===== src/fpwm_cfg.svh =====
// offsets, field positions, reset values and timing figures of the fan pwm block
`ifndef FPWM_CFG_SVH
`define FPWM_CFG_SVH

// register byte offsets on the avalon slave
`define FPWM_OFS_PRESCALE     4'h0
`define FPWM_OFS_DUTY         4'h4
`define FPWM_OFS_CTRL         4'h8
`define FPWM_OFS_STATUS       4'hC

// prescale register fields
`define FPWM_PSC_SEL_BIT      7
`define FPWM_PSC_DIV_MSB      6
`define FPWM_PSC_MAX_DIV      7'h7B

// control register fields
`define FPWM_CTRL_EN_BIT      0
`define FPWM_CTRL_INV_BIT     1
`define FPWM_CTRL_OTF_BIT     2

// status register fields
`define FPWM_STS_PWM_BIT      8
`define FPWM_STS_OT_BIT       9
`define FPWM_STS_FORCE_BIT    10

// reset values
`define FPWM_RST_PRESCALE     8'h00
`define FPWM_RST_DUTY         8'hFF
`define FPWM_RST_CTRL         3'h0

// counter figures
`define FPWM_CNT_LAST         8'hFF
`define FPWM_DUTY_FULL        8'hFF

// clock rates in kHz: system clock and the two divider sources
`define FPWM_SYS_KHZ          250000
`define FPWM_SRC_FAST_KHZ     24000
`define FPWM_SRC_SLOW_KHZ     200

`endif


===== src/fpwm_pkg.sv =====
// types shared by the fan pwm block
package fpwm_pkg;

    // bus slave handshake states, one-hot
    typedef enum logic [1:0] {
        BUS_IDLE = 2'h1,
        BUS_ACK  = 2'h2
    } fpwm_bus_t;

    // decoded register select
    typedef enum logic [4:0] {
        SEL_NONE     = 5'h01,
        SEL_PRESCALE = 5'h02,
        SEL_DUTY     = 5'h04,
        SEL_CTRL     = 5'h08,
        SEL_STATUS   = 5'h10
    } fpwm_sel_t;

endpackage


===== src/fpwm_tick_gen.sv =====
// fractional rate generator: one-cycle enable pulses at an average source rate
`timescale 1ns/100ps
`default_nettype none

module fpwm_tick_gen #(
    parameter int unsigned ACC_W   = 18,
    parameter int unsigned STEP    = 24000,
    parameter int unsigned MODULUS = 250000
) (
    // clock and reset
    input  wire logic clk,
    input  wire logic rst_n,
    // enable pulse
    output logic      tick
);

    logic [ACC_W-1:0] acc_reg;
    logic [ACC_W-1:0] acc_next;
    logic             tick_reg;
    logic             tick_next;
    logic [ACC_W:0]   sum;

    // phase accumulator: jitter of one system clock traded for exact mean rate
    always_comb begin
        sum       = {1'b0, acc_reg} + ACC_W'(STEP);
        acc_next  = sum[ACC_W-1:0];
        tick_next = 1'b0;
        if (sum >= (ACC_W+1)'(MODULUS)) begin
            acc_next  = ACC_W'(sum - (ACC_W+1)'(MODULUS));
            tick_next = 1'b1;
        end
    end

    always_ff @(posedge clk or negedge rst_n) begin
        if (!rst_n) begin
            acc_reg  <= '0;
            tick_reg <= 1'b0;
        end else begin
            acc_reg  <= acc_next;
            tick_reg <= tick_next;
        end
    end

    assign tick = tick_reg;

endmodule

`default_nettype wire


===== src/fpwm_top.sv =====
// fan pwm speed control: avalon register slave, prescaler, pwm counter, fan output
//
// Overview of operation
// - 8-bit counter wraps every 256 counter ticks
// - output high while count below duty
// - duty zero low unless forced, FFh high while enabled
// - invert bit complements the fan output
// - prescale bit 7 picks 24 MHz/200 kHz
// - selected source divided by field plus one
// - field zero passes source undivided
// - overtemperature with force bit set forces full duty
// - prescale register resets to zero
// - duty register resets to all ones
//
// The address map and the Avalon-MM register port were chosen for this implementation.
`timescale 1ns/100ps
`default_nettype none
`include "fpwm_cfg.svh"

module fpwm_top #(
    parameter int unsigned OT_CH = 2
) (
    // clock and reset
    input  wire logic             REF_CLK,
    input  wire logic             RESETN,
    // avalon-mm slave
    input  wire logic [3:0]       AVS_ADDRESS,
    input  wire logic             AVS_READ,
    input  wire logic             AVS_WRITE,
    input  wire logic [31:0]      AVS_WRITEDATA,
    input  wire logic [3:0]       AVS_BYTEENABLE,
    output logic      [31:0]      AVS_READDATA,
    output logic                  AVS_WAITREQUEST,
    // temperature channel flags, asynchronous
    input  wire logic [OT_CH-1:0] OVERTEMP_SHUTDOWN,
    // fan drive
    output logic                  FAN_DRIVE_OUT
);

    ////////////////////////////////////////////////////////////////////////////
    // address decode, shared by read and write paths

    function automatic fpwm_pkg::fpwm_sel_t fpwm_decode(input logic [3:0] addr);
        fpwm_pkg::fpwm_sel_t s;
        case (addr)
            `FPWM_OFS_PRESCALE: s = fpwm_pkg::SEL_PRESCALE;
            `FPWM_OFS_DUTY:     s = fpwm_pkg::SEL_DUTY;
            `FPWM_OFS_CTRL:     s = fpwm_pkg::SEL_CTRL;
            `FPWM_OFS_STATUS:   s = fpwm_pkg::SEL_STATUS;
            default:            s = fpwm_pkg::SEL_NONE;
        endcase
        return s;
    endfunction

    ////////////////////////////////////////////////////////////////////////////
    // source rate enables

    logic tick_fast;
    logic tick_slow;

    fpwm_tick_gen #(
        .ACC_W   (18),
        .STEP    (`FPWM_SRC_FAST_KHZ),
        .MODULUS (`FPWM_SYS_KHZ)
    ) u_tick_fast (
        .clk   (REF_CLK),
        .rst_n (RESETN),
        .tick  (tick_fast)
    );

    fpwm_tick_gen #(
        .ACC_W   (18),
        .STEP    (`FPWM_SRC_SLOW_KHZ),
        .MODULUS (`FPWM_SYS_KHZ)
    ) u_tick_slow (
        .clk   (REF_CLK),
        .rst_n (RESETN),
        .tick  (tick_slow)
    );

    ////////////////////////////////////////////////////////////////////////////
    // overtemperature synchroniser

    logic [OT_CH-1:0] ot_meta_reg;
    logic [OT_CH-1:0] ot_sync_reg;

    always_ff @(posedge REF_CLK or negedge RESETN) begin
        if (!RESETN) begin
            ot_meta_reg <= '0;
            ot_sync_reg <= '0;
        end else begin
            ot_meta_reg <= OVERTEMP_SHUTDOWN;
            ot_sync_reg <= ot_meta_reg;
        end
    end

    ////////////////////////////////////////////////////////////////////////////
    // register file and bus slave

    fpwm_pkg::fpwm_bus_t bus_reg;
    fpwm_pkg::fpwm_bus_t bus_next;
    fpwm_pkg::fpwm_sel_t sel;
    logic [7:0]          prescale_reg;
    logic [7:0]          prescale_next;
    logic [7:0]          duty_reg;
    logic [7:0]          duty_next;
    logic [2:0]          ctrl_reg;
    logic [2:0]          ctrl_next;
    logic [31:0]         rdata_reg;
    logic [31:0]         rdata_next;
    logic                wait_reg;
    logic                wait_next;
    logic                req;
    logic                wr_now;
    logic [7:0]          count_reg;
    logic                pwm_reg;
    logic                force_on;
    logic                ot_any;

    assign req    = AVS_READ | AVS_WRITE;
    assign sel    = fpwm_decode(AVS_ADDRESS);
    assign wr_now = AVS_WRITE && !wait_reg && bus_reg == fpwm_pkg::BUS_ACK;
    assign ot_any = |ot_sync_reg;

    // one wait cycle per access; write lands on the edge that sees waitrequest low
    always_comb begin
        bus_next      = bus_reg;
        wait_next     = 1'b1;
        rdata_next    = rdata_reg;
        prescale_next = prescale_reg;
        duty_next     = duty_reg;
        ctrl_next     = ctrl_reg;
        case (bus_reg)
            fpwm_pkg::BUS_IDLE: begin
                if (req) begin
                    bus_next   = fpwm_pkg::BUS_ACK;
                    wait_next  = 1'b0;
                    rdata_next = 32'h0000_0000;
                    if (AVS_READ) begin
                        case (sel)
                            fpwm_pkg::SEL_PRESCALE: rdata_next[7:0] = prescale_reg;
                            fpwm_pkg::SEL_DUTY:     rdata_next[7:0] = duty_reg;
                            fpwm_pkg::SEL_CTRL:     rdata_next[2:0] = ctrl_reg;
                            fpwm_pkg::SEL_STATUS: begin
                                rdata_next[7:0]                  = count_reg;
                                rdata_next[`FPWM_STS_PWM_BIT]    = pwm_reg;
                                rdata_next[`FPWM_STS_OT_BIT]     = ot_any;
                                rdata_next[`FPWM_STS_FORCE_BIT]  = force_on;
                            end
                            default: rdata_next = 32'h0000_0000;
                        endcase
                    end
                end
            end
            fpwm_pkg::BUS_ACK: begin
                bus_next = fpwm_pkg::BUS_IDLE;
                // unmapped offsets and the status word ignore writes
                if (wr_now && AVS_BYTEENABLE[0]) begin
                    case (sel)
                        fpwm_pkg::SEL_PRESCALE: prescale_next = AVS_WRITEDATA[7:0];
                        fpwm_pkg::SEL_DUTY:     duty_next     = AVS_WRITEDATA[7:0];
                        fpwm_pkg::SEL_CTRL:     ctrl_next     = AVS_WRITEDATA[2:0];
                        default:                ctrl_next     = ctrl_reg;
                    endcase
                end
            end
            default: begin
                bus_next = fpwm_pkg::BUS_IDLE;
            end
        endcase
    end

    always_ff @(posedge REF_CLK or negedge RESETN) begin
        if (!RESETN) begin
            bus_reg      <= fpwm_pkg::BUS_IDLE;
            wait_reg     <= 1'b1;
            rdata_reg    <= 32'h0000_0000;
            prescale_reg <= `FPWM_RST_PRESCALE;
            duty_reg     <= `FPWM_RST_DUTY;
            ctrl_reg     <= `FPWM_RST_CTRL;
        end else begin
            bus_reg      <= bus_next;
            wait_reg     <= wait_next;
            rdata_reg    <= rdata_next;
            prescale_reg <= prescale_next;
            duty_reg     <= duty_next;
            ctrl_reg     <= ctrl_next;
        end
    end

    ////////////////////////////////////////////////////////////////////////////
    // prescaler, pwm counter and output

    logic       enable;
    logic       invert;
    logic       src_tick;
    logic       cnt_tick;
    logic [6:0] div_reg;
    logic [6:0] div_next;
    logic [7:0] count_next;
    logic [7:0] duty_act_reg;
    logic [7:0] duty_act_next;
    logic       pwm_next;
    logic       out_reg;
    logic       out_next;

    assign enable   = ctrl_reg[`FPWM_CTRL_EN_BIT];
    assign invert   = ctrl_reg[`FPWM_CTRL_INV_BIT];
    assign force_on = ctrl_reg[`FPWM_CTRL_OTF_BIT] && ot_any;
    // field values 7Ch..7Fh are never written, so no guard against them
    assign src_tick = prescale_reg[`FPWM_PSC_SEL_BIT] ? tick_slow : tick_fast;
    assign cnt_tick = enable && src_tick && div_reg == prescale_reg[`FPWM_PSC_DIV_MSB:0];

    always_comb begin
        div_next      = div_reg;
        count_next    = count_reg;
        duty_act_next = duty_act_reg;
        if (!enable) begin
            div_next      = 7'h00;
            count_next    = 8'h00;
            duty_act_next = duty_reg;
        end else if (src_tick) begin
            div_next = cnt_tick ? 7'h00 : 7'(div_reg + 7'h01);
            if (cnt_tick) begin
                count_next = 8'(count_reg + 8'h01);
                // duty only reloads at the wrap, so no runt pulse
                if (count_reg == `FPWM_CNT_LAST) begin
                    duty_act_next = duty_reg;
                end
            end
        end
        // full scale stays high through the last count
        if (force_on) begin
            pwm_next = 1'b1;
        end else if (!enable) begin
            pwm_next = 1'b0;
        end else if (duty_act_reg == `FPWM_DUTY_FULL) begin
            pwm_next = 1'b1;
        end else begin
            pwm_next = count_reg < duty_act_reg;
        end
        out_next = pwm_next ^ invert;
    end

    always_ff @(posedge REF_CLK or negedge RESETN) begin
        if (!RESETN) begin
            div_reg      <= 7'h00;
            count_reg    <= 8'h00;
            duty_act_reg <= `FPWM_RST_DUTY;
            pwm_reg      <= 1'b0;
            out_reg      <= 1'b0;
        end else begin
            div_reg      <= div_next;
            count_reg    <= count_next;
            duty_act_reg <= duty_act_next;
            pwm_reg      <= pwm_next;
            out_reg      <= out_next;
        end
    end

    assign AVS_READDATA    = rdata_reg;
    assign AVS_WAITREQUEST = wait_reg;
    assign FAN_DRIVE_OUT   = out_reg;

    ////////////////////////////////////////////////////////////////////////////
    // assertions

    logic first_reg;

    always_ff @(posedge REF_CLK or negedge RESETN) begin
        if (!RESETN) begin
            first_reg <= 1'b1;
        end else begin
            first_reg <= 1'b0;
        end
    end
endmodule

`default_nettype wire


===== config.mk =====
export PLATFORM = sky130hd
export DESIGN_NAME = fpwm_top
export DESIGN_NICKNAME = d
export VERILOG_FILES = /design/src/fpwm_pkg.sv /design/src/fpwm_tick_gen.sv /design/src/fpwm_top.sv
export VERILOG_INCLUDE_DIRS = /design/src /design/src/src
export SDC_FILE = /design/constraint.sdc
export NUM_CORES = 1
export LEC_CHECK = 0
export CORE_MARGIN = 2
export CORE_UTILIZATION = 49
export CTS_CLUSTER_SIZE = 40
export DETAILED_ROUTE_END_ITERATION = 8
export DONT_BUFFER_PORTS = 1
export PLACE_DENSITY = 0.67
export SYNTH_ARGS = -nofsm -noshare
export SYNTH_HDL_FRONTEND = slang
export SYNTH_SLANG_ARGS = --single-unit

===== constraint.sdc =====
create_clock -name REF_CLK -period 5.98 [get_ports REF_CLK]
set_input_delay 0.897 -clock REF_CLK [delete_from_list [all_inputs] [get_ports REF_CLK]]
set_output_delay 0.897 -clock REF_CLK [all_outputs]
set_load 0.02 [all_outputs]

==> metrics <==
status finished clean; synthesized cell area 0.00536 sq mm; Residual DRC 0; Peak VDD IR 160 uV; Skew-Pair Late Insertion Delay 0.39 ns; Synth area leaders dfrtp_1 (35%), dfstp_2 (8.8%), mux2_2 (5.3%), xnor2_1 (4.2%), ha_1 (3.7%); Clock Skew 0.0179 ns; Synth area leader dfrtp_1; placed cells 641; worst slack, placed 2.81 ns; LEAKAGE 2.33 nW; startpoint class of the critical path flop; Reg-to-Reg Start u_tick_fast.acc_reg[6]; htree depth 3; unrepaired setup endpoints after global routing no; drt wl/cell 16.4 um; Final Wtd Congestion 0.849; largest net degree at the start of global routing 94; Synth cell types 76; Setup Fix Bufs, Post-CTS 0; number of port buffers 0; die extent in x 109 um; gr ovfl total 0; crit path kind flop to flop; critical path fanouts, max 11; antenna viol nets, final 0; final wirelength 10.8 mm; Most used DFF post-synth dfrtp_1; first-pass GRT wire length 18.0 mm; Seq/Total Area, Yosys 0.438; top post-synthesis cells by count dfrtp_1 (75), nor2_1 (35), nand2_1 (34), o21ai_0 (26), xnor2_1 (26); Layout Area Growth over Synthesis 4.09%; number of DRC markers in iteration 0 161; fraction of registers with async set/reset 1.00; Cell Count, Final, Fillers Out 657; layout cells sized above 1 0.172; slew margin rel. 0.361; Final Critical Period 3.20 ns; most common cell in the netlist dfrtp_1; via/cell ratio 5.71; clk buf depth 2; DIE AREA 0.0118 sq mm; core area 0.0107 sq mm; First-pass DRT Iterations 4; CTS tree done; clock sink count 93; hpwl dp 7.73 mm; synth warn 0; Setup WS post-layout 2.78 ns; syn avg cell area 10.4 sq um; Arrival @ worst endpoint 3.51 ns; Final setup viols 0; setup TNS 0 ns; hold buffer count at cts 0; Rows 38; beginning of the critical path u_tick_fast.acc_reg[6]; max reg flops 15; gr usage total 0.196; Inserted Diodes 0; clock root cell clkbuf_8; num ports 80; Slew @ Worst Pin 0.952 ns; CP Data Required Time 6.30 ns; flops & latches, synth 93; initial antenna violation count 0; final hold violation count 0; vias in the first global route 3774; Syn Inst Count 517; Reg clk slew, reported paths 0.11 ns; max cap viols 0; CTS Buf Count 9; Crit. End Element flop; Die H 109 um; Slew Viols, Final 0; number of synthesized flops with an enable pin 0; Synth top area share 0.350; DR vias 3753; Initial Utilization 0.499; Post-CTS Resized 0; fin crit share 0.535; Power Dens Cells 217 mW/mm^2; final net count 574; type of the tightest min-delay check primary input to asynchronous set/reset pin; f_max 313 MHz
==> metal layers <==
| metal | up-vias | wire length, um | GRT usage |
|---|---|---|---|
| met5 | - | 0 | 0 |
| li1 | 1788 | - | - |
| met4 | 0 | 420 | 0.112 |
| met1 | 1847 | 4670 | 0.238 |
| met3 | 30 | 385 | 0.0307 |
| met2 | 88 | 5290 | 0.330 |
==> critical path: stages (launching register included) <==
cell and delay, ns:
dfrtp_1 0.48, inv_1 0.13, ha_1 0.41, or2b_2 0.38
a21oi_4 0.21, o2111ai_1 0.14, nor4_2 0.38, o311ai_4 0.19
or4_1 0.55, o311ai_2 0.10, xnor2_1 0.15
==> cell families (layout without fill, tap and decap cells) <==
kind of cell    count (synthesis)  after routing  share of synthesized area
other cells                     1             21                   0.000700
mux                            40             40                     0.0883
fa+ha+maj                      16             16                     0.0374
buf+inv                        64             44                     0.0649
simple gates                  151            151                      0.148
compound gates                107            107                      0.149
flops                          93             93                      0.438
xor+xnor                       45             45                     0.0735
==> cell usage in the layout, fill, tap and decap left out, types with 4 or more instances in the layout <==
cell       n
dfrtp_1   75
nor2_1    35
nand2_1   34
xnor2_1   26
o21ai_0   26
mux2_2    25
inv_1     24
conb_1    21
xor2_1    19
dfstp_2   18
ha_1      16
nand3_1   14
a21oi_1   12
nor3_1    11
mux2i_1    9
clkbuf_8   9
nand4_1    8
and2_1     8
a22o_1     8
nand2b_1   6
a21o_1     6
o21ai_1    5
a31oi_1    5
nor4_1     5
or3_1      5
a21boi_0   4
o22ai_1    4
a32o_1     4
==> where the power goes <==
group          internal [mW]  leakage (nW)  switching (mW)
clock network          0.166        0.0985           0.266
registers              0.666          1.16          0.0290
logic                 0.0353          1.08          0.0483
==> cell type report <==
cell class,count,area (sq um)
flip-flops and latches,93,2350
repair buffers,2,15.0
multi-input cells,380,2740
fillers,981,5170
well taps,140,175
clock buffers,9,124
clock inverters,7,75.1
inverters,26,97.6
==> through the flow <==
stage	power [mW]	util	hold slack, ns	cell area (sq um)
final	1.21	0.519	0.195	5580
after global routing	1.26	0.519	0.178	5580
after CTS	1.22	0.519	0.181	5580
after detailed placement	0.790	0.501	0.346	5380
after global placement	0.786	0.501	0.336	5380
after floorplan	0.779	-	0.331	5430
==> final timing paths <==
kind                                                end  slack [ns]  cells after the start
max in group asynchronous                   duty_reg[6]        5.58                      0
worst min-delay path                    AVS_READDATA[8]        0.20                      0
worst min register to register           ot_sync_reg[1]        0.37                      0
worst max-delay path            u_tick_fast.acc_reg[10]        2.78                     10
min in group REF_CLK                     ot_sync_reg[1]        0.37                      0
worst max register to register  u_tick_fast.acc_reg[10]        2.78                     10
No activity file was read; power rests on OpenSTA's default activity.
